--- config.mk ---
export PLATFORM = sky130hd
export DESIGN_NAME = sld_lcd_ctrl
export DESIGN_NICKNAME = d
export VERILOG_FILES = /design/src/hdl/sld_clk_div.v /design/src/hdl/sld_lcd_ctrl.v
export VERILOG_INCLUDE_DIRS = /design/src /design/src/shared
export SDC_FILE = /design/constraint.sdc
export NUM_CORES = 1
export LEC_CHECK = 0
export ABC_CLOCK_PERIOD_IN_PS = 3300
export BUFFER_PORTS_ARGS = -buffer_cell sky130_fd_sc_hd__buf_2
export CORE_ASPECT_RATIO = 0.7
export CORE_UTILIZATION = 60
export DETAILED_ROUTE_END_ITERATION = 8
export GPL_ROUTABILITY_DRIVEN = 0
export GPL_TIMING_DRIVEN = 0
export PLACE_DENSITY = 0.88
export SYNTH_ARGS = -nofsm -noshare
export SYNTH_HDL_FRONTEND = slang
export SYNTH_HIERARCHICAL = 1
export SYNTH_SLANG_ARGS = --single-unit
--- constraint.sdc ---
create_clock -name clk_i -period 3.3 [get_ports clk_i]
set_input_delay 0.165 -clock clk_i [delete_from_list [all_inputs] [get_ports clk_i]]
set_output_delay 0.165 -clock clk_i [all_outputs]
set_load 0.01 [all_outputs]
--- src/shared/sld_map.vh ---
// Register map, field positions, reset values and timing counts of the segment LCD controller
`ifndef SLD_MAP_VH
`define SLD_MAP_VH
`define SLD_ADDR_LCD_CONTROL      8'h00
`define SLD_ADDR_SEGMENT_PIN_SEL  8'h01
`define SLD_ADDR_CONTROL_REG_ZERO 8'h02
`define SLD_ADDR_MEM_BASE         8'h40
`define SLD_ADDR_MEM_LAST         8'h5b
`define SLD_LCD_CONTROL_POWER_DOWN_BIT   7
`define SLD_LCD_CONTROL_VA_SEL_BIT       6
`define SLD_LCD_CONTROL_BIAS_TYPE_BIT    4
`define SLD_LCD_CONTROL_CSS_HI           2
`define SLD_LCD_CONTROL_CSS_LO           0
`define SLD_LCD_CONTROL_WRITE_MASK       8'hd7
`define SLD_LCD_CONTROL_RESET            8'h00
`define SLD_PINSEL_RESET          8'h00
`define SLD_CONTROL_REG_ZERO_DIV_HI          1
`define SLD_CONTROL_REG_ZERO_DIV_LO          0
`define SLD_CONTROL_REG_ZERO_SRC_BIT         2
`define SLD_CONTROL_REG_ZERO_KEEP_BIT        3
`define SLD_CONTROL_REG_ZERO_WRITE_MASK      8'h0f
`define SLD_CONTROL_REG_ZERO_RESET           8'h00
`define SLD_DIV_CODE_3            2'h0
`define SLD_DIV_CODE_4            2'h1
`define SLD_FSUB_DIV_3            3'h3
`define SLD_FSUB_DIV_4            3'h4
`define SLD_FSUB_DIV_8            4'h8
`define SLD_MEM_WORDS             28
`define SLD_LVL_VSS               2'h0
`define SLD_LVL_THIRD             2'h1
`define SLD_LVL_TWO_THIRD         2'h2
`define SLD_LVL_FULL              2'h3
`endif

--- src/hdl/sld_clk_div.v ---
// Sub clock edge detector and divide-by-3/4/8 LCD tick generator
`timescale 1ns/100ps
`include "sld_map.vh"
module sld_clk_div
(
  // System
  input  wire       clk_i,
  input  wire       srst_i,
  input  wire       ce_i,
  // Sub clock and control
  input  wire       sub_clk_i,
  input  wire [1:0] div_sel_i,
  // Tick out
  output wire       tick_o
);
  reg       sync1_reg;
  reg       sync2_reg;
  reg       last_reg;
  reg [2:0] cnt_reg;
  reg [2:0] cnt_next;
  reg       tick_reg;
  reg       tick_next;
  reg [3:0] cnt_inc;
  wire      sub_rise;
  wire [3:0] div_val;

  // Count kept in three bits; the compare needs a fourth for the /8 limit
  assign div_val  = (div_sel_i == `SLD_DIV_CODE_3) ? {1'b0, `SLD_FSUB_DIV_3} :
                    (div_sel_i == `SLD_DIV_CODE_4) ? {1'b0, `SLD_FSUB_DIV_4} : `SLD_FSUB_DIV_8;
  assign sub_rise = sync2_reg & ~last_reg;
  assign tick_o   = tick_reg;

  always @*
  begin
    cnt_next  = cnt_reg;
    tick_next = 1'b0;
    cnt_inc   = {1'b0, cnt_reg} + 4'h1;
    if (sub_rise)
    begin
      if (cnt_inc == div_val)
      begin
        cnt_next  = 3'h0;
        tick_next = 1'b1;
      end
      else
        cnt_next = cnt_inc[2:0];
    end
  end

  always @(posedge clk_i)
  begin
    if (srst_i)
    begin
      sync1_reg <= 1'b0;
      sync2_reg <= 1'b0;
      last_reg  <= 1'b0;
      cnt_reg   <= 3'h0;
      tick_reg  <= 1'b0;
    end
    else if (ce_i)
    begin
      sync1_reg <= sub_clk_i;
      sync2_reg <= sync1_reg;
      last_reg  <= sync2_reg;
      cnt_reg   <= cnt_next;
      tick_reg  <= tick_next;
    end
  end
endmodule // sld_clk_div

--- src/hdl/sld_lcd_ctrl.v ---
// Segment LCD controller: registers, display memory and multiplexed 1/3 bias drive
// Operation
// - Power-down bit 1 disables drive, resets 0
// - VA select: 0 regulator, 1 one-and-half; code gives one-and-half only with bias type 1
// - Bias type: 0 resistor, 1 charge pump
// - Common/segment field sets duty, pin roles
// - Unimplemented control bits read zero, ignore writes
// - Pin select bit: 0 GPIO, 1 segment
// - LCD clock is sub clock /3,/4,/8
// - Source bit picks RC or crystal
// - Keep bit runs sub clock in power-down
// - Always one-third bias, any duty
// - Alternating polarity, zero DC, slots per common
// - R type levels ground, third, two-thirds, full
// - C type enables fixed-ratio charge pump
// - Power-down LCD operation fixed by strap
// - Memory continuously scanned onto panel
// - Display memory at 40h through 5bh
//
// The placing of the registers and the strobed register port were left to the implementer.
`timescale 1ns/100ps
`include "sld_map.vh"
module sld_lcd_ctrl
(
  // System
  input  wire        clk_i,
  input  wire        srst_i,
  input  wire        ce_i,
  // Register port
  input  wire [7:0]  addr_i,
  input  wire [7:0]  wdata_i,
  input  wire        wr_i,
  input  wire        rd_i,
  output wire [7:0]  rdata_o,
  // Clocks and power state
  input  wire        low_speed_rc_osc_clk_i,
  input  wire        lxt_clk_i,
  input  wire        powerdown_i,
  input  wire        opt_pd_lcd_on_i,
  // Analog controls
  output wire        charge_pump_en_o,
  output wire        va_one_half_o,
  output wire        bias_r_type_o,
  output wire        sub_clk_run_o,
  // Panel drive levels, two bits per pin, and segment pin routing, one bit per pin
  output wire [15:0] com_lvl_o,
  output wire [55:0] seg_lvl_o,
  output wire [7:0]  seg_pin_is_lcd_o
);
  ////////////////////////////////////////////////////////////////////////
  reg  [7:0] lcd_control_reg;
  reg  [7:0] pinsel_reg;
  reg  [7:0] control_reg_zero_reg;
  reg  [7:0] rdata_reg;
  reg  [7:0] rdata_next;
  reg  [7:0] mem_reg [0:`SLD_MEM_WORDS-1];
  reg        strap_reg;
  reg        strap_sync_reg;
  reg        sync1_reg;
  reg        pd_reg;
  reg  [2:0] slot_reg;
  reg        phase_reg;
  reg  [15:0] com_reg;
  reg  [55:0] seg_reg;
  reg  [15:0] com_next;
  reg  [55:0] seg_next;
  reg  [2:0] num_com;
  wire       lcd_tick;
  wire       sub_clk;
  wire       drive_on;
  wire [2:0] css;
  integer    i;
  integer    c;

  // Register decode codes
  localparam SEL_NONE = 2'h0;
  localparam SEL_LCD_CONTROL = 2'h1;
  localparam SEL_PINS = 2'h2;
  localparam SEL_CTRL = 2'h3;

  // One decoder shared by the read and the write path
  function [1:0] reg_sel;
    input [7:0] a;
    begin
      if (a == `SLD_ADDR_LCD_CONTROL)
        reg_sel = SEL_LCD_CONTROL;
      else if (a == `SLD_ADDR_SEGMENT_PIN_SEL)
        reg_sel = SEL_PINS;
      else if (a == `SLD_ADDR_CONTROL_REG_ZERO)
        reg_sel = SEL_CTRL;
      else
        reg_sel = SEL_NONE;
    end
  endfunction

  // Level for the current half of the AC cycle
  function [1:0] by_phase;
    input       ph;
    input [1:0] lvl0;
    input [1:0] lvl1;
    begin
      by_phase = ph ? lvl1 : lvl0;
    end
  endfunction

  function in_mem;
    input [7:0] a;
    begin
      in_mem = (a >= `SLD_ADDR_MEM_BASE) && (a <= `SLD_ADDR_MEM_LAST);
    end
  endfunction

  function [4:0] mem_idx;
    input [7:0] a;
    reg   [7:0] d;
    begin
      d       = a - `SLD_ADDR_MEM_BASE;
      mem_idx = d[4:0];
    end
  endfunction

  ////////////////////////////////////////////////////////////////////////
  assign css      = lcd_control_reg[`SLD_LCD_CONTROL_CSS_HI:`SLD_LCD_CONTROL_CSS_LO];
  // Strap is resampled through two flops on every enabled cycle; software has no path to it
  assign drive_on = ~lcd_control_reg[`SLD_LCD_CONTROL_POWER_DOWN_BIT] & (~pd_reg | strap_reg);
  // Raw clock mux: a source switch may stretch or shorten one slot, nothing worse
  assign sub_clk  = control_reg_zero_reg[`SLD_CONTROL_REG_ZERO_SRC_BIT] ? lxt_clk_i : low_speed_rc_osc_clk_i;
  assign sub_clk_run_o    = ~pd_reg | control_reg_zero_reg[`SLD_CONTROL_REG_ZERO_KEEP_BIT];
  assign charge_pump_en_o = lcd_control_reg[`SLD_LCD_CONTROL_BIAS_TYPE_BIT] & drive_on;
  assign bias_r_type_o    = ~lcd_control_reg[`SLD_LCD_CONTROL_BIAS_TYPE_BIT];
  assign va_one_half_o    = lcd_control_reg[`SLD_LCD_CONTROL_VA_SEL_BIT] & lcd_control_reg[`SLD_LCD_CONTROL_BIAS_TYPE_BIT];
  assign seg_pin_is_lcd_o = pinsel_reg;
  assign rdata_o          = rdata_reg;
  assign com_lvl_o        = com_reg;
  assign seg_lvl_o        = seg_reg;

  always @*
  begin
    // Commons = 4 + css, saturating at 8 for any 1xx code
    if (css[2])
      num_com = 3'h7;
    else
      num_com = 3'h3 + {1'b0, css[1:0]};
  end

  sld_clk_div u_div
  (
    .clk_i     (clk_i),
    .srst_i    (srst_i),
    .ce_i      (ce_i),
    .sub_clk_i (sub_clk),
    .div_sel_i (control_reg_zero_reg[`SLD_CONTROL_REG_ZERO_DIV_HI:`SLD_CONTROL_REG_ZERO_DIV_LO]),
    .tick_o    (lcd_tick)
  );

  ////////////////////////////////////////////////////////////////////////
  // Register port
  always @*
  begin
    rdata_next = 8'h00;
    if (rd_i)
    begin
      if (reg_sel(addr_i) == SEL_LCD_CONTROL)
        rdata_next = lcd_control_reg & `SLD_LCD_CONTROL_WRITE_MASK;
      else if (reg_sel(addr_i) == SEL_PINS)
        rdata_next = pinsel_reg;
      else if (reg_sel(addr_i) == SEL_CTRL)
        rdata_next = control_reg_zero_reg;
      else if (in_mem(addr_i))
        rdata_next = mem_reg[mem_idx(addr_i)];
      else
        rdata_next = 8'h00;
    end
  end

  always @(posedge clk_i)
  begin
    if (srst_i)
    begin
      lcd_control_reg   <= `SLD_LCD_CONTROL_RESET;
      pinsel_reg <= `SLD_PINSEL_RESET;
      control_reg_zero_reg  <= `SLD_CONTROL_REG_ZERO_RESET;
      rdata_reg  <= 8'h00;
    end
    else if (ce_i)
    begin
      rdata_reg <= rdata_next;
      if (wr_i)
      begin
        if (reg_sel(addr_i) == SEL_LCD_CONTROL)
          lcd_control_reg <= wdata_i & `SLD_LCD_CONTROL_WRITE_MASK;
        else if (reg_sel(addr_i) == SEL_PINS)
          pinsel_reg <= wdata_i;
        else if (reg_sel(addr_i) == SEL_CTRL)
          control_reg_zero_reg <= wdata_i & `SLD_CONTROL_REG_ZERO_WRITE_MASK;
      end
    end
  end

  // Display memory has no reset: contents undefined until software fills it
  always @(posedge clk_i)
  begin
    if (ce_i && wr_i && in_mem(addr_i))
      mem_reg[mem_idx(addr_i)] <= wdata_i;
  end

  // Power-down pin crossing and strap capture
  always @(posedge clk_i)
  begin
    if (srst_i)
    begin
      sync1_reg      <= 1'b0;
      pd_reg         <= 1'b0;
      strap_sync_reg <= 1'b0;
      strap_reg      <= 1'b0;
    end
    else if (ce_i)
    begin
      sync1_reg      <= powerdown_i;
      pd_reg         <= sync1_reg;
      strap_sync_reg <= opt_pd_lcd_on_i;
      strap_reg      <= strap_sync_reg;
    end
  end

  ////////////////////////////////////////////////////////////////////////
  // Frame sequencer: one slot per common, polarity flips each frame
  always @(posedge clk_i)
  begin
    if (srst_i)
    begin
      slot_reg  <= 3'h0;
      phase_reg <= 1'b0;
    end
    else if (ce_i)
    begin
      if (!drive_on)
      begin
        slot_reg  <= 3'h0;
        phase_reg <= 1'b0;
      end
      else if (lcd_tick)
      begin
        if (slot_reg >= num_com)
        begin
          slot_reg  <= 3'h0;
          phase_reg <= ~phase_reg;
        end
        else
          slot_reg <= slot_reg + 3'h1;
      end
    end
  end

  // Levels at 1/3 bias: selected com full/ground, idle com third/two-thirds;
  // segments take the opposite extreme or the other inner level.
  always @*
  begin
    com_next = {8{`SLD_LVL_VSS}};
    seg_next = {28{`SLD_LVL_VSS}};
    if (drive_on)
    begin
      for (c = 0; c < 8; c = c + 1)
      begin
        if (c > num_com)
          com_next[2*c +: 2] = `SLD_LVL_VSS;
        else if (c == slot_reg)
          com_next[2*c +: 2] = by_phase(phase_reg, `SLD_LVL_FULL, `SLD_LVL_VSS);
        else
          com_next[2*c +: 2] = by_phase(phase_reg, `SLD_LVL_THIRD, `SLD_LVL_TWO_THIRD);
      end
      for (i = 0; i < `SLD_MEM_WORDS; i = i + 1)
      begin
        if (mem_reg[i][slot_reg])
          seg_next[2*i +: 2] = by_phase(phase_reg, `SLD_LVL_VSS, `SLD_LVL_FULL);
        else
          seg_next[2*i +: 2] = by_phase(phase_reg, `SLD_LVL_TWO_THIRD, `SLD_LVL_THIRD);
      end
      // Shared pins 27..24 become commons 4..7; keep them off segment drive
      for (i = 0; i < 4; i = i + 1)
      begin
        if (i + 4 <= num_com)
          seg_next[2*(27-i) +: 2] = `SLD_LVL_VSS;
      end
    end
  end

  always @(posedge clk_i)
  begin
    if (srst_i)
    begin
      com_reg <= 16'h0000;
      seg_reg <= 56'h00000000000000;
    end
    else if (ce_i)
    begin
      com_reg <= com_next;
      seg_reg <= seg_next;
    end
  end
endmodule // sld_lcd_ctrl

==> results of run 1 <==
==> layout by cell type, fill, tap and decap left out, types with 4 or more instances in the layout <==
cell | netlist | layout
ha_1 | 21 | 21
mux2i_1 | 86 | 86
conb_1 | 1 | 24
nor2b_1 | 13 | 13
buf_1 | 6 | 6
nor3_1 | 10 | 10
buf_4 | 33 | 33
clkinv_2 | 0 | 10
inv_1 | 15 | 15
a21oi_1 | 40 | 40
mux4_2 | 105 | 105
clkbuf_16 | 0 | 31
dfxtp_1 | 90 | 90
dlygate4sd3_1 | 0 | 5
clkbuf_1 | 30 | 39
o22ai_1 | 10 | 10
buf_2 | 17 | 127
o21ai_0 | 8 | 8
nand2b_1 | 15 | 15
a31oi_1 | 4 | 4
a32o_1 | 4 | 4
edfxtp_1 | 248 | 248
nor2_1 | 92 | 92
nand3_1 | 22 | 22
a22o_1 | 24 | 24
xnor2_1 | 32 | 32
a22oi_1 | 11 | 11
mux2_2 | 4 | 4
nand2_1 | 53 | 53
nand4_1 | 6 | 6
==> final timing paths <==
| check | startpoint | endpoint | depth (start not counted) | slack [ns] |
|---|---|---|---|---|
| setup reg to reg | slot_reg[1] | seg_lvl_o[35] | 6 | 0.03 |
| hold reg to reg | seg_lvl_o[48] | seg_lvl_o[48] | 2 | 0.46 |
| hold / removal | rd_i | rdata_o[0] | 5 | 0.18 |
| setup / recovery | slot_reg[1] | seg_lvl_o[35] | 6 | 0.03 |
==> layout make-up <==
cell class	instances	area, sq um	area share, %
Clock buffer	41	823	4.64
Tap cell	331	414	2.33
Antenna cell	1	2.50	0.0141
Sequential cell	338	9250	52.1
Timing Repair Buffer	116	606	3.41
Inverter	18	67.6	0.381
Clock inverter	15	148	0.832
Buffer	89	498	2.81
Multi-Input combinational cell	628	5940	33.5
==> worst min-delay path: cells and delay by family <==
kind	cells	cell delay [ns]
simple gates	1	0.20
compound gates	3	0.26
buf+inv	1	0.10
==> cell families after synthesis <==
family | count (synthesis)
flops | 338
simple gates | 226
mux | 199
compound gates | 125
buf+inv | 107
xor+xnor | 33
fa+ha+maj | 21
other cells | 1
==> synthesized netlist by cell type (all sizes together), types with 2 or more instances <==
cell       n  share of area [%]
edfxtp   248                 48
nor3      10               0.32
a32o       4               0.26
a22oi     11               0.53
nand3b     2               0.18
mux2i     87                5.6
and3       2              0.088
a31oi      4               0.16
ha        21                1.7
o221ai     2               0.15
a211oi     3               0.14
o311ai     3               0.17
nor2b     13               0.52
mux2       4               0.29
inv       17               0.41
mux4     108                 16
nand2     53                1.3
o22ai     10               0.40
o211ai     2              0.096
buf       58                2.4
a22o      24                1.3
o2111ai    2               0.11
nor2      93                2.2
xnor2     32                1.8
clkbuf    31               0.75
nand2b    15               0.60
o21ai      8               0.26
a221o      3               0.19
nand4      7               0.32
nand3     23               0.77
dfxtp     90                 12
nor4       2               0.18
a21oi     40                1.3
==> routing by layer <==
metal / routed length (um) / vias to the layer above / part of all wire (%) / track usage (%)
li1: - / 4389 / - / -
met1: 16500 / 5377 / 35 / 47.5
met2: 19800 / 1145 / 42 / 50.2
met3: 8540 / 214 / 18 / 16.7
met4: 2170 / 2 / 4.6 / 12.6
met5: 35 / - / 0.074 / 1.67
==> power by group through the flow <==
stage	logic, W	registers (W)	clock network [W]
6_report	0.000623	0.00464	0.00356
2_1_floorplan	0.000330	0.00474	0
4_1_cts	0.000596	0.00464	0.00353
3_5_place_dp	0.000586	0.00473	0
5_1_grt	0.000642	0.00464	0.00370
3_3_place_gp	0.000572	0.00473	0
==> through the flow <==
step | instances | util (%) | hold WS [ns]
3_5_place_dp | 1515 | 65.1 | 0.421
2_1_floorplan | 1073 | - | 0.264
5_1_grt | 1577 | 69.1 | 0.189
4_1_cts | 1576 | 69.1 | 0.158
6_report | 1577 | 69.1 | 0.178
3_3_place_gp | 1515 | 65.1 | 0.403
==> timing repair <==
item,4_1_cts,5_1_grt
hold buffers,5,0
setup endpoints to repair,0,1
hold endpoints to repair,8,0
resized for setup,0,1
==> reports/qor.yml, run 1 <==
synth:
  synth_cell_type_count: 66
  synth_area_sq_mm: 0.0157
  synth_seq_area_share_pct: 59.0
  synth_cells: 1050
  synth_ff_type: "edfxtp_1"
  ys_ff_latch: 338
  yosysWarnings: 6
  ys_async_sr_fraction_pct: 0
  synth_edf_count: 248
  synth_xor_area_share_pct: 1.85
  synth_fa_ha_area_share_pct: 1.68
  syn-mean-instance-area_sq_um: 14.9
  synth_compound_area_share_pct: 5.59
  muxShareOfSynthArea_pct: 21.5
  synth_top_family_by_area: "multiplexers"
  synth-simple-area-share_pct: 6.76
sta:
  relSlewSlack_pct: 2.96
  skew_ns: 0.0192
  fmax_mhz: 306
  hold_violations: 0
  fin_crit_ns: 3.27
  post-route-period-util_pct: 99.1
  rsz0062_at_grt: "false"
  timing_max_transition_violations_final: 0
  finalSetupViolCount: 0
  setup_ws_ns: 0.0303
  worst_pin_slew_ns: 1.45
  fin_tns_setup_ns: 0
setup_path:
  cp_top_family: "buffers and inverters"
  critPathLaunchType: "register"
  crit_chain: "buf_2, buf_1, mux4_2, mux2i_1, xnor2_1, a22o_1"
  worstPathRequired_ns: 3.78
  endpoint_kind: "register"
  crit_buf_inv: 2
  cp_slowest_cell: "buf_1"
  cp_max_fo: 10
  critPathKind: "reg -> reg"
  slowest_delay_ns: 0.79
  worstPathArrival_ns: 3.75
status:
  outcome: "complete, but fails checks"
  violations: "DRC"
global_routing:
  grt_pass1_wl_mm: 67.2
  overflow: 0
  antenna_found_initial: 1
  grt_pass1_vias: 10200
  grt_max_degree: 36
  track_usage_pct: 35.3
route:
  vias: 11100
  routedWlPerCell_um: 29.9
  dr.pass1.iters: 9
  drc: 1
  routed_wl_mm: 47.1
  via_per_inst: 7.06
  drt_iter0_drc: 2049
  ant_nets: 0
cts:
  cts_sinks: 338
  clock_latency_ns: 0.59
  cts_tree: "built"
  numCtsBuffers: 31
  clockBufferDepth: 3
  htree_levels: 1
  post-cts-setup-buffer-count: 0
  root_buffer: "clkbuf_16"
  cts.clk_slew.worst_paths_ns: 0.06
pwr:
  p_seq_share_pct: 52.6
  switching_share_pct: 22.8
  p_sw_w: 0.00201
  vdd_drop_max_mv: 0.875
  clkPwrFrac_pct: 40.4
  finalPower_w: 0.00883
  p_leak_nw: 6.60
  power_frac_comb_pct: 7.1
  intPower_w: 0.00681
  powerDensity_mw_per_mm2: 497
die:
  core-area_sq_mm: 0.0257
  die_h_um: 137
  die_w_um: 195
  initial_core_util_pct: 61.0
  die-area_sq_mm: 0.0268
  ios: 117
  fp-row-count: 49
layout:
  fillCellCount: 1617
  fin_area_sq_mm: 0.0177
  drive_above_1_share_pct: 26.5
  syn_to_final_growth_pct: 13.3
  nets: 1268
  largest_reg_flops: 248
place:
  placed_area_sq_mm: 0.0167
  hpwl_mm: 32.5
  numPortBuffers: 111
  place_ws_ns: 0.0676
hold_path:
  hold_path_class: "in -> reg"
flow_run:
  max_cap_violations: 0
Power figures use the tool's default switching activity.
==> run 2, diff against run 1 <==
--- a/config.mk
+++ b/config.mk
@@ -16,5 +16,4 @@
 export PLACE_DENSITY = 0.88
 export SYNTH_ARGS = -nofsm -noshare
 export SYNTH_HDL_FRONTEND = slang
-export SYNTH_HIERARCHICAL = 1
 export SYNTH_SLANG_ARGS = --single-unit
==> run 2 against run 1 <==
  * The run still ends with DRC left
  * Sequential share of layout area increased by 0.055 points
  * Maximum frequency increased by 2.3%
  * Sequential power decreased by 3%
  * Via count decreased by 5.0%
  * Critical endpoint is now phase_reg
  * Highest routed layer is now met4
==> reports/qor.yml, run 2 <==
status:
  outcome: "complete, but fails checks"
  violations: "DRC"
layout:
  fin_area_sq_mm: 0.0173  # -2.7%
  drive_above_1_share_pct: 27.1  # +0.55 points
  layout_commonest_cell: "edfxtp_1"
  final_cell_mix: "240 x edfxtp_1, 130 x buf_2, 115 x mux4_2, 90 x dfxtp_1, 86 x nor2_1"
  largest_reg_flops: 240  # -3.2%
  nets: 1227  # -3.2%
  instances_no_fill: 1526  # -3.2%
  antennaDiodeCount: 0  # -1
  syn_to_final_growth_pct: 12.7
  fillCellCount: 1624  # +0.43%
route:
  drc: 36  # +35
  routedWlPerCell_um: 29.7  # -0.53%
  ant_nets: 0  # unchanged
  via_per_inst: 6.93  # -1.8%
  drt_iter0_drc: 1988  # -3.0%
  vias: 10600  # -5.0%
  dr.pass1.iters: 9  # unchanged
  routed_wl_mm: 45.3  # -3.7%
synth:
  syn-mean-instance-area_sq_um: 15.1  # +1.3%
  synth_area_leaders: "edfxtp_1 47%, mux4_2 17%, dfxtp_1 12%"
  synth_most_common_cell: "edfxtp_1"
  synth_seq_area_share_pct: 58.8  # -0.23 points
  ys_ff_latch: 330  # -2.4%
  synth_edf_count: 240  # -3.2%
  synthTopCellsByCount: "240 x edfxtp_1, 115 x mux4_2, 90 x dfxtp_1"
  synth_ff_type: "edfxtp_1"
  synth_cell_type_count: 60  # -9.1%
  synth_cells: 1014  # -3.4%
  yosys.area.top_type: "edfxtp_1"
  synth_top_area_share_pct: 47.1  # -0.49 points
  synth_area_sq_mm: 0.0153  # -2.2%
  ys_async_sr_fraction_pct: 0  # unchanged
  yosysWarnings: 0  # -6
cts:
  root_buffer: "clkbuf_16"
  cts.clk_slew.worst_paths_ns: 0.07  # about the same
  post-cts-setup-buffer-count: 0  # unchanged
  htree_levels: 1  # unchanged
  numCtsBuffers: 30  # -3.2%
  cts_tree: "built"
  cts_sinks: 330  # -2.4%
  clockBufferDepth: 3  # unchanged
  clock_latency_ns: 0.59  # about the same
sta:
  hold_violations: 0  # unchanged
  fin_tns_setup_ns: 0  # unchanged
  rsz0062_at_grt: "false"
  worst_pin_slew_ns: 1.43  # -0.0203 ns
  timing_max_transition_violations_final: 0  # unchanged
  fin_crit_ns: 3.20  # -0.0731 ns
  fmax_mhz: 313  # +2.3%
  setup_ws_ns: 0.103  # +0.0731 ns
  relSlewSlack_pct: 4.32  # +1.4 points
  finalSetupViolCount: 0  # unchanged
  skew_ns: 0.0207  # +0.00159 ns
  post-route-period-util_pct: 96.9  # -2.2 points
setup_path:
  worstPathRequired_ns: 3.78  # about the same
  cp_max_fo: 10  # unchanged
  endpoint_kind: "register"
  worst_r2r_path_depth: 10  # +4
  critPathKind: "reg -> reg"
  critPathLaunchType: "register"
  worstPathArrival_ns: 3.67  # -0.08 ns
place:
  dp.cells: 1466  # -3.2%
  place_ws_ns: -0.0408  # -0.108 ns
  placed_area_sq_mm: 0.0163  # -2.3%
  hpwl_mm: 31.2  # -3.9%
  numPortBuffers: 112  # +0.90%
global_routing:
  antenna_found_initial: 1  # unchanged
  grt_max_degree: 36  # unchanged
  grt_pass1_vias: 10300  # +1.2%
  grt_pass1_wl_mm: 65.5  # -2.5%
  track_usage_pct: 35.4  # +0.089 points
  overflow: 0  # unchanged
die:
  die_w_um: 193  # -1.1%
  initial_core_util_pct: 61.6  # +0.62 points
  die-area_sq_mm: 0.0262  # -2.2%
  fp-row-count: 48  # -2.0%
  ios: 117  # unchanged
  die_h_um: 136  # -1.1%
  core-area_sq_mm: 0.0249  # -3.2%
pwr:
  finalPower_w: 0.00836  # -5.3%
  vdd_drop_max_mv: 0.523  # -40%
  powerDensity_mw_per_mm2: 484  # -2.6%
  p_leak_nw: 6.29  # -4.6%
hold_path:
  hold_path_class: "in -> reg"
  min_path_cells: 3  # -2
flow_run:
  max_cap_violations: 0  # unchanged
-- run 2: area by class of cell --
class	instances	area (sq um)	share of cell area, %
clock buffer	36	773	4.48
multi-input combinational	588	5800	33.6
buffer	89	488	2.83
timing repair buffer	116	601	3.48
clock inverter	20	111	0.645
tap	325	407	2.35
sequential	330	9010	52.2
inverter	22	82.6	0.478
-- run 2: final timing paths --
kind	startpoint	slack, ns	end
worst max-delay path	slot_reg[0]	0.10	phase_reg
worst min-delay path	addr_i[6]	0.03	rdata_o[5]
worst max register to register	slot_reg[0]	0.10	phase_reg
worst min register to register	com_lvl_o[6]	0.46	com_lvl_o[6]
-- run 2: power by group --
group | internal, W | total (W) | switching [W]
Combinational | 0.000216 | 0.000607 | 0.000391
Clock | 0.00167 | 0.00324 | 0.00156
Sequential | 0.00449 | 0.00452 | 0.0000256
-- run 2: per-stage QoR --
stage	hold slack, ns	util [%]
global route	0.0432	69.4
global placement	0.404	65.7
CTS	0.0140	69.4
detailed placement	0.411	65.7
finish	0.0336	69.4
floorplan	0.264	-
-- run 2: worst max-delay path, stage by stage, from the launching register on --
cell      delay, ns
dfxtp_1        0.60
buf_2          0.44
clkbuf_4       0.38
inv_1          0.16
ha_1           0.31
nand2b_1       0.10
a21oi_1        0.07
nor2b_1        0.12
o21ai_0        0.12
a21oi_1        0.40
mux2_2         0.38
-- run 2: cells by family after synthesis --
| group | synth area share, % |
|---|---|
| compound gates | 5.75 |
| simple gates | 6.06 |
| other cells | 0.0245 |
| xor+xnor | 1.72 |
| buf+inv | 3.71 |
| flops | 58.8 |
| fa+ha+maj | 2.04 |
| mux | 21.9 |
-- run 2: what timing repair did --
item                       4_1_cts  5_1_grt
resized for setup                0        1
hold endpoints to repair         3        0
setup endpoints to repair        0        1
hold buffers                     4        0
-- run 2: layer usage --
layer  up-vias  routed length [um]  GRT usage [%]  part of all wire (%)
li1       4243                   -              -                     -
met2       987               19400           50.9                    43
met4         0                2200           13.7                   4.9
met1      5136               16300           48.1                    36
met5         -                   0              0                     0
met3       206                7440           15.0                    16
